`config.mk`:
```
export PLATFORM = sky130hd
export DESIGN_NAME = smr_core_regs
export DESIGN_NICKNAME = d
export VERILOG_FILES = /design/src/smr_pkg.sv /design/src/smr_core_regs.sv
export SDC_FILE = /design/constraint.sdc
export NUM_CORES = 1
export LEC_CHECK = 0
export BUFFER_PORTS_ARGS = -buffer_cell sky130_fd_sc_hd__buf_4
export CORE_AREA = 2 2 155 157
export DETAILED_ROUTE_END_ITERATION = 10
export DIE_AREA = 0 0 157 159
export SYNTH_ARGS = -nofsm -noshare
export SYNTH_HDL_FRONTEND = slang
export SYNTH_SLANG_ARGS = --single-unit
export TNS_END_PERCENT = 30
```
`constraint.sdc`:
```
create_clock -name clk_in -period 4.4 [get_ports clk_in]
set_clock_uncertainty 0.05 [all_clocks]
set_input_delay 0.88 -clock clk_in [delete_from_list [all_inputs] [get_ports clk_in]]
set_output_delay 0.88 -clock clk_in [all_outputs]
set_load 0.01 [all_outputs]
```
`src/smr_pkg.sv`:
```
// Purpose: shared constants and carriers for the system page/mode/stack registers
// Assumes: 8-bit register port, one core clock
// Notes:   offsets are register-file addresses
package smr_pkg;

  // --------------------------------------------------------------------------
  // register offsets
  // --------------------------------------------------------------------------
  localparam logic [7:0] PAGE_POINTER_OFS  = 8'hEA;
  localparam logic [7:0] CORE_MODE_OFS     = 8'hEB;
  localparam logic [7:0] USER_SP_HIGH_OFS  = 8'hEC;
  localparam logic [7:0] USER_SP_LOW_OFS   = 8'hED;
  localparam logic [7:0] SYS_SP_HIGH_OFS   = 8'hEE;
  localparam logic [7:0] SYS_SP_LOW_OFS    = 8'hEF;
  localparam logic [7:0] EXT_MODE_TWO_OFS  = 8'hF6;
  localparam logic [5:0] EXT_MODE_TWO_PAGE = 6'h15;
  localparam logic [3:0] TOP_GROUP         = 4'hF;

  // --------------------------------------------------------------------------
  // fields and reset values
  // --------------------------------------------------------------------------
  localparam logic [7:0] CORE_MODE_RST      = 8'hE0;
  localparam int         SYS_STACK_BIT      = 7;
  localparam int         USER_STACK_BIT     = 6;
  localparam int         OSC_HALVING_BIT    = 5;
  localparam int         DIVIDER_MSB        = 4;
  localparam int         DIVIDER_LSB        = 2;
  localparam int         BUS_REQ_ALLOW_BIT  = 1;
  localparam int         BUS_FLOAT_BIT      = 0;
  localparam int         PAGE_FIELD_LSB     = 2;
  localparam logic [7:0] PAGE_WR_MASK       = 8'hFC;
  localparam int         SEG_PUSH_EN_BIT    = 7;
  localparam int         DATA_PAGE_RELO_BIT = 5;
  localparam logic [7:0] EXT_MODE_TWO_MASK  = 8'hA0;
  localparam logic [7:0] EXT_MODE_TWO_RST   = 8'h00;
  localparam logic [15:0] SP_RST            = 16'h0000;

  // --------------------------------------------------------------------------
  // memory organisation
  // --------------------------------------------------------------------------
  localparam int SEG_W      = 6;
  localparam int PAGE_W     = 2;
  localparam int OFFSET_W   = 16;
  localparam int PHYS_W     = 22;
  localparam int Q_BYTES    = 4;
  localparam logic [2:0] Q_IRQ_FULL = 3'd4;
  localparam logic [2:0] Q_IRQ_BASE = 3'd3;
  localparam logic [2:0] Q_SEG_CALL = 3'd3;
  localparam logic [2:0] Q_CALL     = 3'd2;
  localparam logic [2:0] Q_WORD     = 3'd2;
  localparam logic [2:0] Q_BYTE     = 3'd1;

  typedef enum logic [1:0] {
    SMR_IDLE = 2'b00,
    SMR_PUSH = 2'b01,
    SMR_POP  = 2'b11
  } smr_state_t;

  typedef struct packed {
    logic       wr;
    logic       rd;
    logic [7:0] addr;
    logic [7:0] wdata;
  } smr_reg_req_t;

  typedef struct packed {
    logic        push;
    logic        pop;
    logic        user;
    logic        word;
    logic [15:0] data;
  } smr_stk_req_t;

endpackage : smr_pkg

```
`src/smr_core_regs.sv`:
```
// Purpose: page pointer, mode control, stack pointers and stack push/pop engine
// Assumes: core register port, one clock, asynchronous active-low reset
// Notes:   external memory line drivers use active-low output enables
//
// Behaviour
// - page field bits 7:2 selects one of 64 sixteen-register pages for group F
// - page pointer bits 1:0 always read zero
// - selected page stays in force until software writes another
// - interrupt entry never pushes the page pointer
// - mode register resets to E0h
// - mode bit 7 places system stack in register file when set
// - mode bit 6 places user stack in register file when set
// - mode bit 5 halves the crystal clock when set
// - mode bits 4:2 set internal clock division from 1 to 8
// - mode bit 1 lets the bus request input through, else ignored
// - mode bit 0 floats external address, data and strobe lines
// - lines configured as general I/O ignore the float control
// - stack pointer predecrements on push, postincrements on pop
// - pop reads at the pointer and then moves it, stack contents untouched
// - system stack by default, user stack or word on request
// - interrupt pushes PC and flags, plus code segment if enabled
// - call pushes PC; segment call pushes PC and code segment
// - sixteen-bit pointers; register-file stacks use low byte only
// - 4 Mbyte space of 64 segments, each four 16-Kbyte pages
// - segment addresses beyond internal memory size are reserved
// - segment push enable lives in extended mode register two
`timescale 1ns/10ps
`default_nettype none

module smr_core_regs
  import smr_pkg::*;
#(
  parameter logic [16:0] INT_SEG_BYTES = 17'h10000
) (
  input  wire logic               clk_in,
  input  wire logic               nrst_in,
  input  wire smr_reg_req_t       reg_req_in,
  output logic [7:0]              reg_rd_data_out,
  output logic [5:0]              page_select_out,
  output logic                    paged_access_out,
  input  wire smr_stk_req_t       stk_req_in,
  input  wire logic               irq_entry_in,
  input  wire logic               call_in,
  input  wire logic               call_seg_in,
  input  wire logic [15:0]        pc_in,
  input  wire logic [7:0]         flags_in,
  input  wire logic [5:0]         code_seg_in,
  output logic                    stk_busy_out,
  output logic                    stk_wr_out,
  output logic                    stk_rd_out,
  output logic [15:0]             stk_addr_out,
  output logic [7:0]              stk_wr_data_out,
  output logic                    stk_in_regfile_out,
  output logic                    core_clk_en_out,
  input  wire logic               bus_request_pin_in,
  output logic                    bus_req_out,
  input  wire logic [7:0]         ext_line_in,
  input  wire logic [7:0]         ext_io_mode_in,
  input  wire logic [7:0]         ext_io_oe_n_in,
  output logic [7:0]              ext_line_out,
  output logic [7:0]              ext_line_oe_n_out,
  input  wire logic [2:0]         ext_ctrl_in,
  output logic [2:0]              ext_ctrl_out,
  output logic [2:0]              ext_ctrl_oe_n_out,
  input  wire logic [PHYS_W-1:0]  mem_addr_in,
  output logic [SEG_W-1:0]        mem_segment_out,
  output logic [PAGE_W-1:0]       mem_page_out,
  output logic                    mem_reserved_out
);

  // --------------------------------------------------------------------------
  // register file
  // --------------------------------------------------------------------------
  logic [7:0]  page_pointer_reg_ff;
  logic [7:0]  core_mode_reg_ff;
  logic [7:0]  ext_mode_reg_two_ff;
  logic [15:0] user_sp_ff;
  logic [15:0] sys_sp_ff;
  logic        ext_mode_reg_two_sel;
  logic        busy;

  assign ext_mode_reg_two_sel = (reg_req_in.addr == EXT_MODE_TWO_OFS) &&
                    (page_pointer_reg_ff[7:PAGE_FIELD_LSB] == EXT_MODE_TWO_PAGE);

  always_ff @(posedge clk_in or negedge nrst_in) begin
    if (!nrst_in) begin
      page_pointer_reg_ff <= 8'h00;
    end else if (reg_req_in.wr && reg_req_in.addr == PAGE_POINTER_OFS) begin
      page_pointer_reg_ff <= reg_req_in.wdata & PAGE_WR_MASK;
    end
  end

  always_ff @(posedge clk_in or negedge nrst_in) begin
    if (!nrst_in) begin
      core_mode_reg_ff <= CORE_MODE_RST;
    end else if (reg_req_in.wr && reg_req_in.addr == CORE_MODE_OFS) begin
      core_mode_reg_ff <= reg_req_in.wdata;
    end
  end

  always_ff @(posedge clk_in or negedge nrst_in) begin
    if (!nrst_in) begin
      ext_mode_reg_two_ff <= EXT_MODE_TWO_RST;
    end else if (reg_req_in.wr && ext_mode_reg_two_sel) begin
      ext_mode_reg_two_ff <= reg_req_in.wdata & EXT_MODE_TWO_MASK;
    end
  end

  always_ff @(posedge clk_in or negedge nrst_in) begin
    if (!nrst_in) begin
      reg_rd_data_out <= 8'h00;
    end else if (reg_req_in.rd) begin
      case (reg_req_in.addr)
        PAGE_POINTER_OFS: reg_rd_data_out <= page_pointer_reg_ff;
        CORE_MODE_OFS:    reg_rd_data_out <= core_mode_reg_ff;
        USER_SP_HIGH_OFS: reg_rd_data_out <= user_sp_ff[15:8];
        USER_SP_LOW_OFS:  reg_rd_data_out <= user_sp_ff[7:0];
        SYS_SP_HIGH_OFS:  reg_rd_data_out <= sys_sp_ff[15:8];
        SYS_SP_LOW_OFS:   reg_rd_data_out <= sys_sp_ff[7:0];
        default:          reg_rd_data_out <= ext_mode_reg_two_sel ? ext_mode_reg_two_ff : 8'h00;
      endcase
    end
  end

  // page shown to the peripherals on every group F access
  assign page_select_out  = page_pointer_reg_ff[7:PAGE_FIELD_LSB];
  assign paged_access_out = (reg_req_in.wr || reg_req_in.rd) &&
                            (reg_req_in.addr[7:4] == TOP_GROUP);

  // --------------------------------------------------------------------------
  // clock division
  // --------------------------------------------------------------------------
  logic       half_tgl_ff;
  logic       osc_en;
  logic [2:0] presc_cnt_ff;
  logic [2:0] divider;

  assign divider = core_mode_reg_ff[DIVIDER_MSB:DIVIDER_LSB];
  assign osc_en  = core_mode_reg_ff[OSC_HALVING_BIT] ? half_tgl_ff : 1'b1;

  always_ff @(posedge clk_in or negedge nrst_in) begin
    if (!nrst_in) begin
      half_tgl_ff <= 1'b0;
    end else begin
      half_tgl_ff <= ~half_tgl_ff;
    end
  end

  always_ff @(posedge clk_in or negedge nrst_in) begin
    if (!nrst_in) begin
      presc_cnt_ff    <= 3'd0;
      core_clk_en_out <= 1'b0;
    end else begin
      core_clk_en_out <= osc_en && (presc_cnt_ff >= divider);
      if (osc_en) begin
        presc_cnt_ff <= (presc_cnt_ff >= divider) ? 3'd0 : presc_cnt_ff + 3'd1;
      end
    end
  end

  // --------------------------------------------------------------------------
  // bus request and external line float
  // --------------------------------------------------------------------------
  logic bus_request_pin_s1_ff;
  logic bus_request_pin_s2_ff;

  always_ff @(posedge clk_in or negedge nrst_in) begin
    if (!nrst_in) begin
      bus_request_pin_s1_ff  <= 1'b0;
      bus_request_pin_s2_ff  <= 1'b0;
      bus_req_out <= 1'b0;
    end else begin
      bus_request_pin_s1_ff  <= bus_request_pin_in;
      bus_request_pin_s2_ff  <= bus_request_pin_s1_ff;
      bus_req_out <= bus_request_pin_s2_ff && core_mode_reg_ff[BUS_REQ_ALLOW_BIT];
    end
  end

  genvar gi;
  generate
    for (gi = 0; gi < 8; gi++) begin : g_line
      always_ff @(posedge clk_in or negedge nrst_in) begin
        if (!nrst_in) begin
          ext_line_out[gi]      <= 1'b0;
          ext_line_oe_n_out[gi] <= 1'b1;
        end else begin
          ext_line_out[gi]      <= ext_line_in[gi];
          ext_line_oe_n_out[gi] <= ext_io_mode_in[gi] ? ext_io_oe_n_in[gi]
                                 : core_mode_reg_ff[BUS_FLOAT_BIT];
        end
      end
    end
  endgenerate

  always_ff @(posedge clk_in or negedge nrst_in) begin
    if (!nrst_in) begin
      ext_ctrl_out      <= 3'b000;
      ext_ctrl_oe_n_out <= 3'b111;
    end else begin
      ext_ctrl_out      <= ext_ctrl_in;
      ext_ctrl_oe_n_out <= {3{core_mode_reg_ff[BUS_FLOAT_BIT]}};
    end
  end

  // --------------------------------------------------------------------------
  // memory organisation
  // --------------------------------------------------------------------------
  always_ff @(posedge clk_in or negedge nrst_in) begin
    if (!nrst_in) begin
      mem_segment_out  <= '0;
      mem_page_out     <= '0;
      mem_reserved_out <= 1'b0;
    end else begin
      mem_segment_out  <= mem_addr_in[PHYS_W-1:OFFSET_W];
      mem_page_out     <= mem_addr_in[OFFSET_W-1:OFFSET_W-PAGE_W];
      mem_reserved_out <= {1'b0, mem_addr_in[OFFSET_W-1:0]} >= INT_SEG_BYTES;
    end
  end

  // --------------------------------------------------------------------------
  // stack engine
  // --------------------------------------------------------------------------
  smr_state_t  state_ff;
  smr_state_t  nxt_state;
  logic [8*Q_BYTES-1:0] q_data_ff;
  logic [2:0]  q_cnt_ff;
  logic        q_user_ff;
  logic        irq_take;
  logic        seg_call_take;
  logic        call_take;
  logic        push_take;
  logic        pop_take;
  logic        cur_internal;
  logic [15:0] cur_sp;
  logic [15:0] sp_dec;
  logic [15:0] sp_inc;

  assign busy          = (state_ff != SMR_IDLE);
  assign stk_busy_out  = busy;
  assign irq_take      = !busy && irq_entry_in;
  assign seg_call_take = !busy && !irq_entry_in && call_seg_in;
  assign call_take     = !busy && !irq_entry_in && !call_seg_in && call_in;
  assign push_take     = !busy && !irq_entry_in && !call_seg_in && !call_in && stk_req_in.push;
  assign pop_take      = !busy && !irq_entry_in && !call_seg_in && !call_in &&
                         !stk_req_in.push && stk_req_in.pop;

  assign cur_internal = q_user_ff ? core_mode_reg_ff[USER_STACK_BIT]
                                  : core_mode_reg_ff[SYS_STACK_BIT];
  assign cur_sp       = q_user_ff ? user_sp_ff : sys_sp_ff;
  // register-file stacks wrap inside the low byte
  assign sp_dec = cur_internal ? {cur_sp[15:8], cur_sp[7:0] - 8'h01} : cur_sp - 16'h0001;
  assign sp_inc = cur_internal ? {cur_sp[15:8], cur_sp[7:0] + 8'h01} : cur_sp + 16'h0001;

  always_comb begin
    nxt_state = state_ff;
    case (state_ff)
      SMR_IDLE: begin
        if (irq_take || seg_call_take || call_take || push_take) begin
          nxt_state = SMR_PUSH;
        end else if (pop_take) begin
          nxt_state = SMR_POP;
        end
      end
      SMR_PUSH,
      SMR_POP: begin
        if (q_cnt_ff == Q_BYTE) begin
          nxt_state = SMR_IDLE;
        end
      end
      default: nxt_state = SMR_IDLE;
    endcase
  end

  always_ff @(posedge clk_in or negedge nrst_in) begin
    if (!nrst_in) begin
      state_ff <= SMR_IDLE;
    end else begin
      state_ff <= nxt_state;
    end
  end

  // byte queue, low byte leaves first; page pointer never queued
  always_ff @(posedge clk_in or negedge nrst_in) begin
    if (!nrst_in) begin
      q_data_ff <= '0;
      q_cnt_ff  <= 3'd0;
      q_user_ff <= 1'b0;
    end else if (irq_take) begin
      q_data_ff <= {2'b00, code_seg_in, flags_in, pc_in};
      q_cnt_ff  <= ext_mode_reg_two_ff[SEG_PUSH_EN_BIT] ? Q_IRQ_FULL : Q_IRQ_BASE;
      q_user_ff <= 1'b0;
    end else if (seg_call_take || call_take) begin
      q_data_ff <= {8'h00, 2'b00, code_seg_in, pc_in};
      q_cnt_ff  <= seg_call_take ? Q_SEG_CALL : Q_CALL;
      q_user_ff <= 1'b0;
    end else if (push_take || pop_take) begin
      q_data_ff <= {16'h0000, stk_req_in.data};
      q_cnt_ff  <= stk_req_in.word ? Q_WORD : Q_BYTE;
      q_user_ff <= stk_req_in.user;
    end else if (busy) begin
      q_data_ff <= {8'h00, q_data_ff[8*Q_BYTES-1:8]};
      q_cnt_ff  <= q_cnt_ff - 3'd1;
    end
  end

  // pointers: engine owns them while busy, software otherwise
  always_ff @(posedge clk_in or negedge nrst_in) begin
    if (!nrst_in) begin
      user_sp_ff <= SP_RST;
      sys_sp_ff  <= SP_RST;
    end else if (busy) begin
      if (q_user_ff) begin
        user_sp_ff <= (state_ff == SMR_PUSH) ? sp_dec : sp_inc;
      end else begin
        sys_sp_ff  <= (state_ff == SMR_PUSH) ? sp_dec : sp_inc;
      end
    end else if (reg_req_in.wr) begin
      case (reg_req_in.addr)
        USER_SP_HIGH_OFS: user_sp_ff[15:8] <= reg_req_in.wdata;
        USER_SP_LOW_OFS:  user_sp_ff[7:0]  <= reg_req_in.wdata;
        SYS_SP_HIGH_OFS:  sys_sp_ff[15:8]  <= reg_req_in.wdata;
        SYS_SP_LOW_OFS:   sys_sp_ff[7:0]   <= reg_req_in.wdata;
        default:          ;
      endcase
    end
  end

  always_ff @(posedge clk_in or negedge nrst_in) begin
    if (!nrst_in) begin
      stk_wr_out         <= 1'b0;
      stk_rd_out         <= 1'b0;
      stk_addr_out       <= 16'h0000;
      stk_wr_data_out    <= 8'h00;
      stk_in_regfile_out <= 1'b0;
    end else begin
      stk_wr_out         <= (state_ff == SMR_PUSH);
      stk_rd_out         <= (state_ff == SMR_POP);
      stk_in_regfile_out <= cur_internal;
      if (state_ff == SMR_PUSH) begin
        stk_addr_out    <= sp_dec;
        stk_wr_data_out <= q_data_ff[7:0];
      end else if (state_ff == SMR_POP) begin
        stk_addr_out    <= cur_sp;
      end
    end
  end
endmodule : smr_core_regs

`default_nettype wire

```
---- Yosys cells after proc, flatten, opt, wreduce, memory -nomap -nowiden ----
Index checks and enable logic that the tools add are counted.
Widths: inputs -> output; s select.
storage, ports and cells
  register bits ........................... 157
  bits of input ports ..................... 123
  output and inout port bits .............. 76
  word-level logic and storage cells ...... 157
cells by class
  add/sub/neg operators ................... 6
  $lt $le $gt $ge ......................... 1
  equal/unequal tests ..................... 16
  mux-type cells .......................... 47
  bitwise logic cells ..................... 1
  reductions and logical operators ........ 43
operator list
  cell                   count
  $mux 16                12
  $mux 32                4
  $eq 8x8->1 const B     7
  $pmux 8 s6             1
  $mux 8                 5
  $mux 3                 6
  $add 16x1->16 const B  1
  $logic_and 1x1->1      16
  $sub 16x1->16 const B  1
  $mux 1                 14
  $reduce_bool 2->1      7
  $reduce_and 3->1       4
  $add 8x1->8 const B    1
  $mux 2                 4
  $sub 8x1->8 const B    1
  $eq 6x5->1 const B     1
  $logic_or 1x1->1       6
  $logic_not 1->1        5
  $eq 4x4->1 const B     1
  $ne 2x2->1 const B     2
  $pmux 2 s2             1
  $reduce_bool 4->1      1
  $add 3x1->3 const B    1
  $eq 3x1->1 const B     1
  11 further kinds       11

---- Longest topological paths before layout ----
  depth after elaboration ................. 11
  depth in mapped cells ................... 13
  mapped depth without buffers ............ 8

---- Least setup slack after synthesis ----
No wires, ideal clock.
  kind .................................... register to register
  start ................................... reg q_user_ff
  end ..................................... reg sys_sp_ff[10]
  setup time .............................. 0.125 ns
  arrival ................................. 3.219 ns
  required time ........................... 4.225 ns
  path slack .............................. 1.006 ns
  stages on the path, launching flop included .. 14
  path buffers ............................ 5
  clock period less this slack ............ 3.394 ns
  cells stage by stage .................... dfrtp_1 > buf_6 > buf_12 > buf_6 > buf_2 > buf_2 > mux2i_1 > ha_1 > nor4bb_1 > nor2_1 > or4_1 > a311oi_1 > a21oi_1 > mux2_2
between the ends
  word-level cells in the longest chain between the ends .. 6
  elaborated cells on any way between the ends .. 11
  those cells by class .................... add/sub (2); eq/ne (1); mux (7); reduce/logical (1)
ends and longest elaborated chain
  element                                         RTL line                                    RTL
  from (decl)                                     smr_core_regs.sv:227                        logic q_user_ff;
  from (signal assigned)                          smr_core_regs.sv:299                        q_user_ff <= stk_req_in.user;
  $mux 16                                         smr_core_regs.sv:249                        assign cur_sp = q_user_ff ? user_sp_ff : sys_sp_ff;
  $add 16x1->16 or $sub 16x1->16 (tied branches)  smr_core_regs.sv:252, smr_core_regs.sv:251
  $mux 16 (on tied branches)                      smr_core_regs.sv:252, smr_core_regs.sv:251
  $mux 16                                         smr_core_regs.sv:315                        sys_sp_ff <= (state_ff == SMR_PUSH) ? sp_dec : sp_inc;
  $mux 16                                         smr_core_regs.sv:312                        if (q_user_ff) begin
  $mux 16                                         smr_core_regs.sv:311                        end else if (busy) begin
  to (signal assigned)                            smr_core_regs.sv:315
  to (signal assigned)                            smr_core_regs.sv:321                        SYS_SP_HIGH_OFS: sys_sp_ff[15:8] <= reg_req_in.wdata;
  to (decl)                                       smr_core_regs.sv:78                         logic [15:0] sys_sp_ff;
Parallel ways exist; a longest one is shown, timed or not. The select of a mux whose other input is x is not followed.
A chain may end at the register's enable or synchronous reset.

---- Worst setup path in the final report ----
Ends and elaborated chain as after synthesis.

==> results.py <==
metrics = {
    "status": {
        "run_status": "finished, final reports clean",
    },
    "critical_path": {
        "endpoint": "sys_sp_ff[10]",
        "critPathLaunchType": "flop",
        "worst-path-stages": 7,
        "ff2ff_path_depth": 7,
        "crit_chain": "buf_4 > nor3b_1 > o221ai_2 > or4_1 > a311oi_1 > a21oi_1 > mux2_2",
        "cp_max_fo": 59,
        "cp-startpoint": "q_user_ff",
        "reg2reg_from": "q_user_ff",
        "path_delay_family": "simple AND/OR/NAND/NOR gates",
        "cpMaxStageDelayCell": "buf_4",
        "crit_arrival_ps": 3380,
        "timing_worst_setup_path_type": "reg2reg",
        "endpoint_kind": "flop",
        "reg2reg_slack_ps": 1280,
        "r2r-end": "sys_sp_ff[10]",
        "slowest_delay_ps": 550,
        "crit_required_ps": 4660,
        "crit_buf_inv": 1,
    },
    "yosys": {
        "synth_seq_cells": 155,
        "synth.avg_cell_area_um2": 10.3,
        "synth_simple_gate_area_frac": 0.164,
        "yosysWarnings": 0,
        "ys_seq_area_frac": 0.483,
        "synth_area_mm2": 0.00806,
        "synthTopCellsByCount": "dfrtp_1, nand2_1, nor2_1, mux2_2, a21oi_1",
        "synthesis.nets": 911,
        "synth_mux_area_frac": 0.125,
        "synth_top_area_frac": 0.444,
        "synth_top_area_cell": "dfrtp_1",
        "async_reset_ff_frac": 1.00,
        "synth_fa_ha_area_frac": 0.0124,
        "synth.most_common_cell": "dfrtp_1",
        "synth_top_family_by_area": "simple AND/OR/NAND/NOR gates",
        "synthCells": 780,
        "ys_top_cells_by_area": "dfrtp_1, mux2_2, dfstp_2",
        "synth.distinct_cells": 70,
        "synth_xor_area_frac": 0.0359,
        "synth_edf_count": 0,
        "ys.flop_type": "dfrtp_1",
        "synth_compound_area_frac": 0.142,
    },
    "global_routing": {
        "met2_usage": 0.276,
        "grt_max_degree": 69,
        "grt.met1_usage": 0.259,
        "use_met3": 0.0487,
        "first_global_vias": 6507,
        "gr-max-usage-layer": "met2",
        "overflow": 0,
        "grt_pass1_wl_um": 35700,
        "antenna_found_initial": 0,
        "track_usage": 0.183,
    },
    "timing": {
        "fin_hold_ws_ps": 296,
        "fmax_mhz": 320,
        "tightest_slew_ps": 985,
        "setup_viol": 0,
        "rsz0062_at_grt": "no",
        "finalCriticalPeriod_ps": 3120,
        "final_hold_viol_count": 0,
        "slew_headroom": 0.343,
        "slew_violations": 0,
        "finalCritPeriodShare": 0.710,
        "fin_tns_setup_ps": 0,
    },
    "power_and_ir_drop": {
        "seqPwrFrac": 0.366,
        "swShare": 0.377,
        "switchingPower_w": 0.00236,
        "power_frac_clock": 0.241,
        "power_density_mw_per_mm2": 607,
        "power.leakage_nw": 4.51,
        "p_comb_frac": 0.394,
        "p_int_w": 0.00391,
        "vdd_drop_max_uv": 278,
    },
    "cells_and_area": {
        "drive_gt1_frac": 0.337,
        "antenna_cells": 0,
        "syn2layout_area_growth_pct": 28.3,
        "final_area_mm2": 0.0103,
        "fin_util": 0.446,
        "nets": 1081,
    },
    "clock_tree": {
        "cts_hold_buf": 0,
        "cts.clk_slew.worst_paths_ps": 70,
        "numCtsBuffers": 17,
        "cts_setup_buffers": 0,
        "ctsResizeCount": 0,
        "htreeDepth": 4,
        "cts_tree": "built",
        "clock_latency_ps": 430,
        "cts-root-buf": "clkbuf_16",
        "numClockSinks": 155,
        "cts.path.max_buffers": 2,
    },
    "floorplan": {
        "core_area_mm2": 0.0232,
        "dieHeight_um": 159,
        "row_count": 56,
        "dieArea_mm2": 0.0250,
        "io_pins": 199,
        "chipWidth_um": 157,
        "initial_utilization": 0.347,
    },
    "routing": {
        "drtAntennaViolNets": 0,
        "first_pass_iters": 6,
        "drc": 0,
        "via_count": 6583,
        "vias_per_cell": 5.13,
        "wl_per_cell_um": 17.4,
        "dr.first_iter.drc_count": 394,
        "finalWirelength_um": 22300,
    },
    "place": {
        "port_buffers": 183,
        "routabilityCongestion": 0.848,
        "dp_hpwl_um": 15900,
        "place_area_mm2": 0.00972,
    },
    "job": {
        "maxCapViolCount": 0,
    },
    "hold_path": {
        "hold_path.class": "reg2reg",
        "hold_start": "bus_request_pin_s1_ff",
    },
}
-- power groups by stage --
| stage | combinational, W | sequential, W | clock, W |
|---|---|---|---|
| 2_1_floorplan | 0.00169 | 0.00221 | 0 |
| 3_3_place_gp | 0.00244 | 0.00230 | 0 |
| 3_5_place_dp | 0.00247 | 0.00230 | 0 |
| 4_1_cts | 0.00248 | 0.00228 | 0.00155 |
| 5_1_grt | 0.00275 | 0.00235 | 0.00161 |
| 6_report | 0.00247 | 0.00229 | 0.00151 |
-- worst min-delay path by stage --
stage,to,slack (ps),cells past startpoint
after global routing,bus_request_pin_s2_ff,300,0
after detailed placement,bus_request_pin_s2_ff,280,0
after CTS,bus_request_pin_s2_ff,300,0
final,bus_request_pin_s2_ff,300,0
after global placement,bus_request_pin_s2_ff,290,0
after floorplan,bus_request_pin_s2_ff,280,0
-- registers in the layout, indices dropped and copies added (netlist names), 2 cells and up --
name / cells
ext_line_oe_n_out: 8
core_mode_reg_ff: 8
stk_wr_data_out: 8
user_sp_ff: 16
stk_addr_out: 16
ext_line_out: 8
state_ff: 2
q_data_ff: 30
reg_rd_data_out: 8
sys_sp_ff: 16
q_cnt_ff: 3
ext_mode_reg_two_ff: 2
ext_ctrl_out: 3
presc_cnt_ff: 3
mem_segment_out: 6
mem_page_out: 2
page_pointer_reg_ff: 6
-- logic make-up (layout without fill, tap and decap cells) --
logic type               Yosys count  after routing
AO/OA/AOI/OAI                    172            172
XOR/XNOR                          33             33
other                              1              1
buffers and inverters             62            245
AND/OR/NAND/NOR                  263            263
adder cells (fa/ha/maj)            8              8
multiplexers                      86             86
flip-flops                       155            155
-- layout make-up --
class	count	area, um2
repair buffers	199	1500
multi-input cells	563	3870
clock inverters	10	103
fillers	2242	12900
clock buffers	22	517
flip-flops and latches	155	3890
well taps	319	399
inverters	14	52.6
-- cell usage in the layout (no fill, tap or decap), types with 19 or more instances in the layout --
cell type and n:
nand3_1 22, buf_4 198, dfrtp_1 142, a31oi_1 22, clkbuf_16 19, nor2_1 68, nand2_1 81, mux2i_1 20
a21oi_1 41, xnor2_1 25, a22oi_1 22, mux2_2 59, o21ai_0 28
-- layer usage --
layer  vias up  part of all wire  wire (um)
met4         0             0.016        351
li1       3174                 -          -
met2       240              0.45      10100
met3        26             0.070       1570
met5         -                 0          0
met1      3143              0.46      10300
-- metrics by stage --
stage          instances  total power, W  worst slack (ps)
2_1_floorplan        780         0.00389              1010
3_3_place_gp        1250         0.00474              1270
3_5_place_dp        1250         0.00477              1280
4_1_cts             1282         0.00631              1290
5_1_grt             1282         0.00670              1050
6_report            1282         0.00627              1280
Note: power is estimated with default switching activity, not from simulation.
